[src/rtl/pues_pkg.sv]
// pues_pkg: constants and carriers for the power-up enable sequencer.
// assumes a single 100 MHz core clock domain.
package pues_pkg;
    localparam int unsigned CLK_MHZ = 100;
    localparam int unsigned CLK_PERIOD_NS = 10;
    // input lockout blanking interval in microseconds
    localparam int unsigned BLANK_US = 150;
    localparam int unsigned BLANK_CYC = (BLANK_US * 1000) / CLK_PERIOD_NS;
    localparam int unsigned BLANK_W = 16;
    // startup settling before completion is signalled, in ns
    localparam int unsigned START_NS = 1000;
    localparam int unsigned START_CYC = (START_NS + CLK_PERIOD_NS - 1) / CLK_PERIOD_NS;
    localparam int unsigned LEVEL_W = 4;
    // lockout level code: 4.5V + 0.4V per step, in mV
    localparam int unsigned LEVEL_BASE_MV = 4500;
    localparam int unsigned LEVEL_STEP_MV = 400;
    localparam int unsigned LEVEL_MAX_MV = 8500;
    localparam logic [LEVEL_W-1:0] LEVEL_RESET = 4'h0;
    localparam logic [LEVEL_W-1:0] LEVEL_TOP = 4'hA;
    localparam logic EXT_SEL_RESET = 1'b0;
    localparam int unsigned MV_W = 16;

    typedef enum logic [1:0] {
        PUES_OFF = 2'b00,
        PUES_START = 2'b01,
        PUES_ON = 2'b10
    } pues_state_t;

    // host configuration carrier
    typedef struct packed {
        logic [LEVEL_W-1:0] level;
        logic level_we;
        logic ext_sel;
        logic ext_sel_we;
    } pues_cfg_t;

    // status carrier
    typedef struct packed {
        logic powered;
        logic conv_allow;
        logic in_low;
        logic ext_supply;
        logic [LEVEL_W-1:0] level;
    } pues_stat_t;
endpackage : pues_pkg

[src/rtl/pues_sequencer.sv]
// pues_sequencer: enable, rail lockout and input lockout sequencing.
// assumes analog comparators deliver asynchronous level pins.
// Contract
// - attention low once enabled and rail good, after startup count
// - converter off while input below lockout
// - four-bit level, 4.5V to 8.5V, 0.4V steps
// - level resets 4.5V, rewritable except while off
// - 150us blanking before input lockout acts
// - enable pin starts sequence, low means off
// - power up needs rail good and enable
// - shut down on rail low or enable low
// - external supply select resets 0, 1 disables regulator
// - phy present only in full variant
`timescale 1ns/1ns
module pues_sequencer #(
    parameter bit FULL_VARIANT = 1'b1,
    parameter int unsigned BLANK_COUNT = pues_pkg::BLANK_CYC,
    parameter int unsigned START_COUNT = pues_pkg::START_CYC
) (
    // clocking
    input wire logic core_clk,
    input wire logic reset,
    input wire logic clk_en,
    // pins from analog comparators
    input wire logic high_voltage_enable_pin,
    input wire logic rail_above_rise,
    input wire logic rail_above_fall,
    input wire logic input_above_level,
    // host configuration
    input wire pues_pkg::pues_cfg_t cfg,
    input wire logic conv_request,
    // outputs
    output logic attention_n_o,
    output logic attention_n_oe,
    output logic converter_enable,
    output logic internal_regulator_on,
    output logic phy_enable,
    output logic phy_reference_supply_on,
    output logic [pues_pkg::MV_W-1:0] input_undervoltage_level_mv,
    output pues_pkg::pues_stat_t status
);
    import pues_pkg::*;

    logic [3:0] pins;
    logic en_s, rise_s, fall_s, inok_s;

    pues_sync #(.WIDTH(4)) u_sync (
        .core_clk(core_clk),
        .reset(reset),
        .clk_en(clk_en),
        .pin_in({high_voltage_enable_pin, rail_above_rise, rail_above_fall,
            input_above_level}),
        .level_out(pins)
    );
    assign {en_s, rise_s, fall_s, inok_s} = pins;

    pues_state_t st_reg, st_next;
    logic [BLANK_W-1:0] cnt_reg, cnt_next;
    logic in_low_reg, in_low_next;
    logic [BLANK_W-1:0] blank_reg, blank_next;
    logic [LEVEL_W-1:0] level_reg, level_next;
    logic ext_reg, ext_next;

    // power sequence
    always_comb begin
        st_next = st_reg;
        cnt_next = cnt_reg;
        unique case (st_reg)
            PUES_OFF: begin
                cnt_next = '0;
                if (en_s && rise_s) begin
                    st_next = PUES_START;
                end
            end
            PUES_START: begin
                if (!en_s || !fall_s) begin
                    st_next = PUES_OFF;
                end else if (cnt_reg == BLANK_W'(START_COUNT - 1)) begin
                    st_next = PUES_ON;
                end else begin
                    cnt_next = cnt_reg + 1'b1;
                end
            end
            PUES_ON: begin
                if (!en_s || !fall_s) begin
                    st_next = PUES_OFF;
                end
            end
            default: st_next = PUES_OFF;
        endcase
    end

    // input lockout with blanking
    always_comb begin
        in_low_next = in_low_reg;
        blank_next = '0;
        if (st_reg == PUES_OFF) begin
            in_low_next = 1'b0;
        end else if (inok_s) begin
            in_low_next = 1'b0;
        end else if (!in_low_reg) begin
            if (blank_reg == BLANK_W'(BLANK_COUNT - 1)) begin
                in_low_next = 1'b1;
            end else begin
                blank_next = blank_reg + 1'b1;
            end
        end
    end

    // host configuration
    always_comb begin
        level_next = level_reg;
        ext_next = ext_reg;
        if (st_reg == PUES_OFF) begin
            level_next = LEVEL_RESET;
            ext_next = EXT_SEL_RESET;
        end else begin
            if (cfg.level_we) begin
                // codes above the top step clamp at the top level
                level_next = (cfg.level > LEVEL_TOP) ? LEVEL_TOP : cfg.level;
            end
            if (cfg.ext_sel_we && st_reg == PUES_ON) begin
                ext_next = cfg.ext_sel;
            end
        end
    end

    always_ff @(posedge core_clk) begin
        if (reset) begin
            st_reg <= PUES_OFF;
            cnt_reg <= '0;
            in_low_reg <= 1'b0;
            blank_reg <= '0;
            level_reg <= LEVEL_RESET;
            ext_reg <= EXT_SEL_RESET;
        end else if (clk_en) begin
            st_reg <= st_next;
            cnt_reg <= cnt_next;
            in_low_reg <= in_low_next;
            blank_reg <= blank_next;
            level_reg <= level_next;
            ext_reg <= ext_next;
        end
    end

    logic [MV_W-1:0] mv_val;
    assign mv_val = MV_W'(LEVEL_BASE_MV) + MV_W'(level_reg) * MV_W'(LEVEL_STEP_MV);
    assign input_undervoltage_level_mv = mv_val;

    // open-drain attention: drive low when powered
    assign attention_n_o = 1'b0;
    assign attention_n_oe = (st_reg == PUES_ON);
    assign converter_enable = (st_reg == PUES_ON) && !in_low_reg && conv_request;
    assign internal_regulator_on = (st_reg != PUES_OFF) && !ext_reg;
    assign phy_enable = FULL_VARIANT && (st_reg == PUES_ON);
    assign phy_reference_supply_on = FULL_VARIANT && (st_reg != PUES_OFF);
    assign status = '{powered: (st_reg == PUES_ON), conv_allow: !in_low_reg,
        in_low: in_low_reg, ext_supply: ext_reg, level: level_reg};
endmodule : pues_sequencer

[src/rtl/pues_sync.sv]
// pues_sync: three-stage synchroniser with agreement filter for pin levels.
// assumes asynchronous inputs; output changes when stages two and three agree.
`timescale 1ns/1ns
module pues_sync #(
    parameter int unsigned WIDTH = 1
) (
    // clocking
    input wire logic core_clk,
    input wire logic reset,
    input wire logic clk_en,
    // pins and result
    input wire logic [WIDTH-1:0] pin_in,
    output logic [WIDTH-1:0] level_out
);
    logic [WIDTH-1:0] s1_reg;
    logic [WIDTH-1:0] s2_reg;
    logic [WIDTH-1:0] s3_reg;
    logic [WIDTH-1:0] lvl_reg;
    logic [WIDTH-1:0] lvl_next;

    genvar gi;
    generate
        for (gi = 0; gi < WIDTH; gi++) begin : g_bit
            always_comb begin
                lvl_next[gi] = (s2_reg[gi] == s3_reg[gi]) ? s3_reg[gi] : lvl_reg[gi];
            end
        end
    endgenerate

    always_ff @(posedge core_clk) begin
        if (reset) begin
            s1_reg <= '0;
            s2_reg <= '0;
            s3_reg <= '0;
            lvl_reg <= '0;
        end else if (clk_en) begin
            s1_reg <= pin_in;
            s2_reg <= s1_reg;
            s3_reg <= s2_reg;
            lvl_reg <= lvl_next;
        end
    end

    assign level_out = lvl_reg;
endmodule : pues_sync

[config.mk]
export PLATFORM = sky130hd
export DESIGN_NAME = pues_sequencer
export DESIGN_NICKNAME = d
export VERILOG_FILES = /design/src/rtl/pues_pkg.sv /design/src/rtl/pues_sequencer.sv /design/src/rtl/pues_sync.sv
export SDC_FILE = /design/constraint.sdc
export NUM_CORES = 1
export LEC_CHECK = 0
export BUFFER_PORTS_ARGS = -buffer_cell sky130_fd_sc_hd__buf_2
export CAP_MARGIN = 10
export CELL_PAD_IN_SITES_DETAIL_PLACEMENT = 1
export CELL_PAD_IN_SITES_GLOBAL_PLACEMENT = 1
export CORE_MARGIN = 2
export CORE_UTILIZATION = 46
export CTS_CLUSTER_DIAMETER = 80
export DETAILED_ROUTE_END_ITERATION = 8
export GPL_TIMING_DRIVEN = 0
export PLACE_DENSITY_LB_ADDON = 0.1
export RECOVER_POWER = 25
export SETUP_SLACK_MARGIN = 0.1
export SYNTH_ARGS = -nofsm -noshare
export SYNTH_HDL_FRONTEND = slang
export SYNTH_SLANG_ARGS = --single-unit
[constraint.sdc]
create_clock -name core_clk -period 5.35 [get_ports core_clk]
set_input_delay 1.3375 -clock core_clk [delete_from_list [all_inputs] [get_ports core_clk]]
set_output_delay 1.3375 -clock core_clk [all_outputs]
set_load 0.02 [all_outputs]
==> run_results.csv, run 1 <==
group,metric,value,unit
sta,rsz0062_at_grt,"false",
synthesis,synth_common_cells,"56 x dfxtp_1, 32 x nand2_1, 31 x nor2_1",
setup_path,reg2reg_from,"blank_reg[0]",
pwr,switchingPower,0.185,mW
pwr,power_frac_seq,0.578,
setup_path,cp.required,4010,ps
synthesis,ys.flop_type,"dfxtp_1",
synthesis,synth.ff_latch_count,56,
synthesis,synth_top_cell_area_share,0.350,
place,dp_worst_setup_slack,1670,ps
place,port_buffers,37,
cts,htree_levels,2,
synthesis,async_reset_ff_frac,0,
sta,slew_viol_final,0,
setup_path,crit_path_max_incr_delay,520,ps
setup_path,crit_path_end_kind,"primary output",
setup_path,arrival,2690,ps
synthesis,synth_top_cell_by_area,"dfxtp_1",
drt,detail-route-antenna-nets,0,
synthesis,synth_area_leaders,"dfxtp_1 35%, mux2i_1 4.7%, ha_1 4.3%",
finish,multiInputGateArea,1870,µm²
die,pin_count,45,
pwr,powerDensity,203,nW/µm²
global_routing,grt_max_degree,19,
global_routing,grt_pass1_wl,14.4,mm
synthesis,ys_warn_count,0,
setup_path,path_cells,"inv_1, ha_1, inv_1, ha_1, ha_1, or3_1, and2_1, o31ai_1, buf_2",
cts,cts_tree,"done",
finish,final_cell_area,3600,µm²
hold_path,worstHoldPathType,"reg -> reg",
setup_path,cp_slowest_cell,"dfxtp_1",
hold_path,min_to,"cnt_reg[15]",
pwr,totalPowerFinal,0.730,mW
pwr,p_comb_frac,0.060,
cts,clk_path_buf_depth,2,
drt,vias,3090,
synthesis,synth_edf_count,0,
synthesis,ys_seq_area_frac,0.350,
pwr,power.share.clock,0.362,
die,core,6760,µm²
setup_path,startpoint_type,"register",
sta,maxSlewHeadroom,0.523,
synthesis,syn_area,3210,µm²
finish,final_layout_size_suffix_gt1_frac,0.140,
pwr,p_sw_frac,0.254,
die,initial_utilization,0.474,
global_routing,grt_overflow,0,
cts,clock_latency,320,ps
hold_path,hp-start,"cnt_reg[15]",
place,place_area,3510,µm²
die,num_rows,30,
setup_path,reg2reg_to,"blank_reg[15]",
sta,hold_ws,490,ps
sta,clock_skew,7.93,ps
cts,numCtsBuffers,5,
place,place.detailed.hpwl,6.24,mm
setup_path,critical_path_peak_fanout,8,
place,placed_cells,514,
sta,worst_slew_pin_slew,715,ps
finish,nNetsFinal,468,
pwr,p_int,0.545,mW
synthesis,syn_area_per_cell,8.18,µm²
cts,clk_pin_slew,110,ps
job,drv_cap,0,
hold_path,min_delay_path_depth,2,
drt,drt_iter0_drc,97,
global_routing,grt_antenna_before_repair,0,
die,die_h,87.5,µm
finish,layout.cells.non_filler,522,
pwr,peakVddDrop,133,µV
setup_path,critPathKind,"reg -> out",
place,place.gp.congestion,0.826,
sta,setup_viol,0,
cts,cts_root_buffer,"clkbuf_8",
setup_path,worst-r2r-setup-slack,3310,ps
setup_path,crit_top_cell,"ha_1",
cts,numClockSinks,56,
sta,post-route-min-period,4030,ps
drt,wl_per_cell,16.0,µm
drt,drtPass1Iterations,4,
cts,post_cts_resize_count,0,
run_status,status,"complete, no violations",
synthesis,yosysMostFrequentCell,"dfxtp_1",
drt,avgViaCountPerCell,5.92,
cts,cts_setup_buffers,0,
finish,syn2layout_area_growth,12.2,%
cts,hold_buffers,0,
synthesis,syn_inst,392,
sta,setup_ws,1320,ps
synthesis,yosysUniqueCellTypes,54,
sta,fmax,248,MHz
drt,drc,0,
sta,tns,0,ps
setup_path,rr_worst_depth,6,
finish,ff_latch_area,1120,µm²
finish,fillers,855,
finish,final_util,0.532,
finish,n_antenna_cell,0,
sta,finalHoldViolations,0,
die,die_w,87.5,µm
die,dieArea,7650,µm²
drt,drt-total-wl,8.37,mm
global_routing,grt_use_total,0.230,
sta,post-route-period-util,0.753,
pwr,total_leakage_power,1.40,nW
global_routing,grt_pass1_vias,3080,
-- layout make-up --
cell class | count | share of cell area
Clock inverter | 2 | 0.00487
Inverter | 14 | 0.0146
Timing Repair Buffer | 37 | 0.0501
Multi-Input combinational cell | 294 | 0.521
Clock buffer | 6 | 0.0230
Tap cell | 80 | 0.0278
Sequential cell | 56 | 0.312
Buffer | 33 | 0.0473
-- power by group through the flow --
stage	Combinational [mW]	Sequential (mW)	Clock, mW
2_1_floorplan	0.0294	0.431	0
3_3_place_gp	0.0428	0.431	0
3_5_place_dp	0.0438	0.432	0
4_1_cts	0.0441	0.422	0.269
5_1_grt	0.0479	0.423	0.282
6_report	0.0437	0.422	0.264
-- cell families (layout without fill, tap and decap cells) --
kind of cell               count (synthesis)  in the layout  share of synthesized area
buffers and inverters                     47             92                     0.0703
DFF                                       56             56                      0.350
adders and majority gates                 12             12                     0.0492
xor gates and xnor gates                  14             14                     0.0383
other                                      2              7                    0.00234
AOI/OAI and AO/OA                         80             80                      0.157
and+or+nand+nor                          166            166                      0.287
muxes                                     15             15                     0.0468
-- layer usage --
metal / global-route usage / share of wire
met5: 0 / 0
met4: 0.0406 / 0.0085
met3: 0.0294 / 0.023
met2: 0.436 / 0.52
met1: 0.278 / 0.45
-- worst max path at each step --
stage          cells after the start    startpoint  slack, ps                              end
3_5_place_dp                       9  level_reg[2]       1670  input_undervoltage_level_mv[13]
4_1_cts                            9  level_reg[2]       1300  input_undervoltage_level_mv[13]
2_1_floorplan                      8  level_reg[2]       1520  input_undervoltage_level_mv[13]
3_3_place_gp                       9  level_reg[2]       1730  input_undervoltage_level_mv[13]
5_1_grt                            9  level_reg[2]       1130  input_undervoltage_level_mv[13]
6_report                           9  level_reg[2]       1320  input_undervoltage_level_mv[13]
-- cell usage in the layout, fill, tap and decap left out, types with 3 or more instances in the layout --
| master | n |
|---|---|
| mux2i_1 | 15 |
| clkbuf_1 | 21 |
| o21ai_0 | 20 |
| nor2_1 | 31 |
| xor2_1 | 9 |
| nor3_1 | 4 |
| conb_1 | 7 |
| or3_1 | 12 |
| nor4_1 | 7 |
| nand3_1 | 25 |
| ha_1 | 11 |
| o31ai_1 | 5 |
| a21oi_1 | 22 |
| buf_2 | 37 |
| nand4b_1 | 4 |
| nand2_1 | 32 |
| xnor2_1 | 5 |
| clkbuf_8 | 6 |
| a31oi_1 | 10 |
| nand4_1 | 19 |
| and3_1 | 4 |
| a21o_1 | 5 |
| a32oi_1 | 3 |
| or4_1 | 4 |
| a22oi_1 | 3 |
| inv_1 | 13 |
| dfxtp_1 | 56 |
| buf_4 | 11 |
-- worst max-delay path: cells and delay by family (launching register included) --
| family | cells | cell delay (ps) |
|---|---|---|
| adders and majority gates | 3 | 750 |
| AOI/OAI and AO/OA | 1 | 220 |
| DFF | 1 | 520 |
| buffers and inverters | 3 | 310 |
| and+or+nand+nor | 2 | 550 |
(Power assumes the default switching activity.)
==> run 2: changes to the inputs <==
--- a/config.mk
+++ b/config.mk
@@ -10,7 +10,7 @@
 export CELL_PAD_IN_SITES_DETAIL_PLACEMENT = 1
 export CELL_PAD_IN_SITES_GLOBAL_PLACEMENT = 1
 export CORE_MARGIN = 2
-export CORE_UTILIZATION = 46
+export CORE_UTILIZATION = 39
 export CTS_CLUSTER_DIAMETER = 80
 export DETAILED_ROUTE_END_ITERATION = 8
 export GPL_TIMING_DRIVEN = 0
==> constraint.sdc (replaced) <==
create_clock -name core_clk -period 3.3 [get_ports core_clk]
set_input_delay 0.825 -clock core_clk [delete_from_list [all_inputs] [get_ports core_clk]]
set_output_delay 0.825 -clock core_clk [all_outputs]
set_load 0.02 [all_outputs]
==> run 2 against run 1 <==
Against the previous run: largest cell class unchanged; clock skew is 0.91 ps lower; combinational power is 62% higher; via count is 0.23% lower; sequential power is 62% higher; highest routed layer unchanged; core utilization is 5.3 points lower; design area is 7.9% higher.
==> run_results.csv, run 2 (synthesized netlist as in run 1, its figures left out) <==
group,metric,value,unit
die,dieArea,8960,µm²
cts,htree_levels,2,
setup_path,crit_path_max_incr_delay,380,ps
drt,avgViaCountPerCell,5.58,
cts,cts_tree,"done",
sta,post-route-period-util,0.969,
place,dp_worst_setup_slack,145,ps
global_routing,grt_pass1_wl,14.7,mm
setup_path,path_cells,"buf_4, ha_4, ha_1, a21oi_1, or3_4, and2_4, o31ai_4, buf_6",
sta,clock_skew,7.02,ps
pwr,powerDensity,318,nW/µm²
sta,post-route-min-period,3200,ps
die,die_w,94.7,µm
global_routing,grt_pass1_vias,3019,
setup_path,cp_top_family,"simple AND/OR/NAND/NOR gates",
sta,setup_ws,102,ps
drt,vias,3083,
place,place_area,3550,µm²
setup_path,critPathKind,"reg -> out",
sta,maxSlewHeadroom,0.453,
die,initial_utilization,0.396,
place,place.detailed.hpwl,6.31,mm
drt,drc,0,
drt,detail-route-antenna-nets,0,
setup_path,cp.required,2470,ps
die,pin_count,45,
sta,slew_viol_final,0,
run_status,status,"complete, no violations",
cts,clk_pin_slew,110,ps
sta,finalHoldViolations,0,
global_routing,met2_usage,0.376,
drt,drt-total-wl,8.88,mm
place,place.gp.congestion,0.818,
finish,n_antenna_cell,0,
drt,drtPass1Iterations,6,
global_routing,grt_util_met3,0.0255,
finish,final_common_cell,"dfxtp_1",
setup_path,arrival,2370,ps
setup_path,crit_path_end_kind,"primary output",
die,die_h,94.7,µm
global_routing,grt_overflow,0,
drt,wl_per_cell,16.1,µm
cts,cts_root_buffer,"clkbuf_8",
global_routing,grt_use_total,0.205,
setup_path,path_buf_inv,2,
die,num_rows,33,
setup_path,critical_path_peak_fanout,4,
finish,layout_common_cells,"52 x dfxtp_1, 35 x buf_2, 32 x nand2_1",
cts,clock_latency,310,ps
cts,hold_buffers,0,
finish,nNetsFinal,474,
global_routing,top_usage_layer,"met2",
global_routing,grt_max_degree,20,
setup_path,startpoint_type,"register",
pwr,total_leakage_power,1.45,nW
sta,rsz0062_at_grt,"true",
drt,drt_iter0_drc,80,
sta,setup_viol,0,
global_routing,grtUsageMet1,0.252,
finish,final_layout_size_suffix_gt1_frac,0.210,
cts,numClockSinks,56,
global_routing,grt_antenna_before_repair,0,
cts,clk_path_buf_depth,2,
pwr,peakVddDrop,222,µV
finish,final_util,0.479,
sta,fmax,313,MHz
job,drv_cap,0,
place,port_buffers,37,
hold_path,worstHoldPathType,"reg -> reg",
die,core,8090,µm²
finish,final_cell_area,3880,µm²
cts,numCtsBuffers,5,
finish,syn2layout_area_growth,21.0,%
setup_path,cp_slowest_cell,"dfxtp_4",
sta,worst_slew_pin_slew,812,ps
-- run 2: cell count changes in the layout (fill, tap and decap cells not counted), moves of 3 or more --
cell | before | now
buf_4 | 11 | 19
dfxtp_1 | 56 | 52
dfxtp_4 | 0 | 3
ha_1 | 11 | 5
ha_4 | 0 | 6
xor2_1 | 9 | 6
-- run 2: repair_timing --
action,CTS,global route
gates resized for setup,22,13
setup endpoints to repair,3,3
pin swaps,7,9
buffers inserted,4,2
-- run 2: worst paths after layout --
check                                       from                              end  slack (ps)  cells past startpoint
worst max-delay path                level_reg[2]  input_undervoltage_level_mv[13]         100                      8
worst min-delay path            u_sync.s2_reg[0]              u_sync.level_out[0]         470                      2
worst max register to register      blank_reg[1]                    blank_reg[12]        1170                      6
worst min register to register  u_sync.s2_reg[0]              u_sync.level_out[0]         470                      2
-- run 2: layer usage --
metal | part of all wire | wire [µm] | vias up
met1 | 0.46 | 4100 | 1510
li1 | - | - | 1538
met2 | 0.51 | 4570 | 28
met3 | 0.014 | 128 | 7
met4 | 0.0092 | 82 | 0
met5 | 0 | 0 | -
-- run 2: tightest hold or removal path, delay by kind of cell, from the launching register on --
kind,cells,cell delay [ps]
AND/OR/NAND/NOR,1,50
flip-flops,1,340
AO/OA/AOI/OAI,1,50
-- run 2: area by class of cell --
type / instances / area, µm²
flip-flops and latches: 56 / 1130
fillers: 1001 / 4210
inverters: 14 / 55.1
well taps: 105 / 131
multi-input cells: 294 / 2030
repair buffers: 43 / 236
clock inverters: 3 / 50.0
clock buffers: 5 / 68.8
plain buffers: 33 / 171
-- run 2: per-stage QoR --
| stage | hold WS, ps | TNS, ps | power [mW] | cells |
|---|---|---|---|---|
| 2_1_floorplan | 444 | 0 | 0.746 | 397 |
| 3_3_place_gp | 460 | 0 | 0.770 | 539 |
| 3_5_place_dp | 462 | 0 | 0.772 | 539 |
| 4_1_cts | 480 | 0 | 1.26 | 551 |
| 5_1_grt | 520 | -16.0 | 1.29 | 553 |
| 6_report | 473 | 0 | 1.23 | 553 |
-- run 2: report_power, final --
part           switching (mW)  internal [mW]
clock network           0.247          0.235
registers             0.00312          0.678
logic                  0.0456         0.0249
total                   0.296          0.938
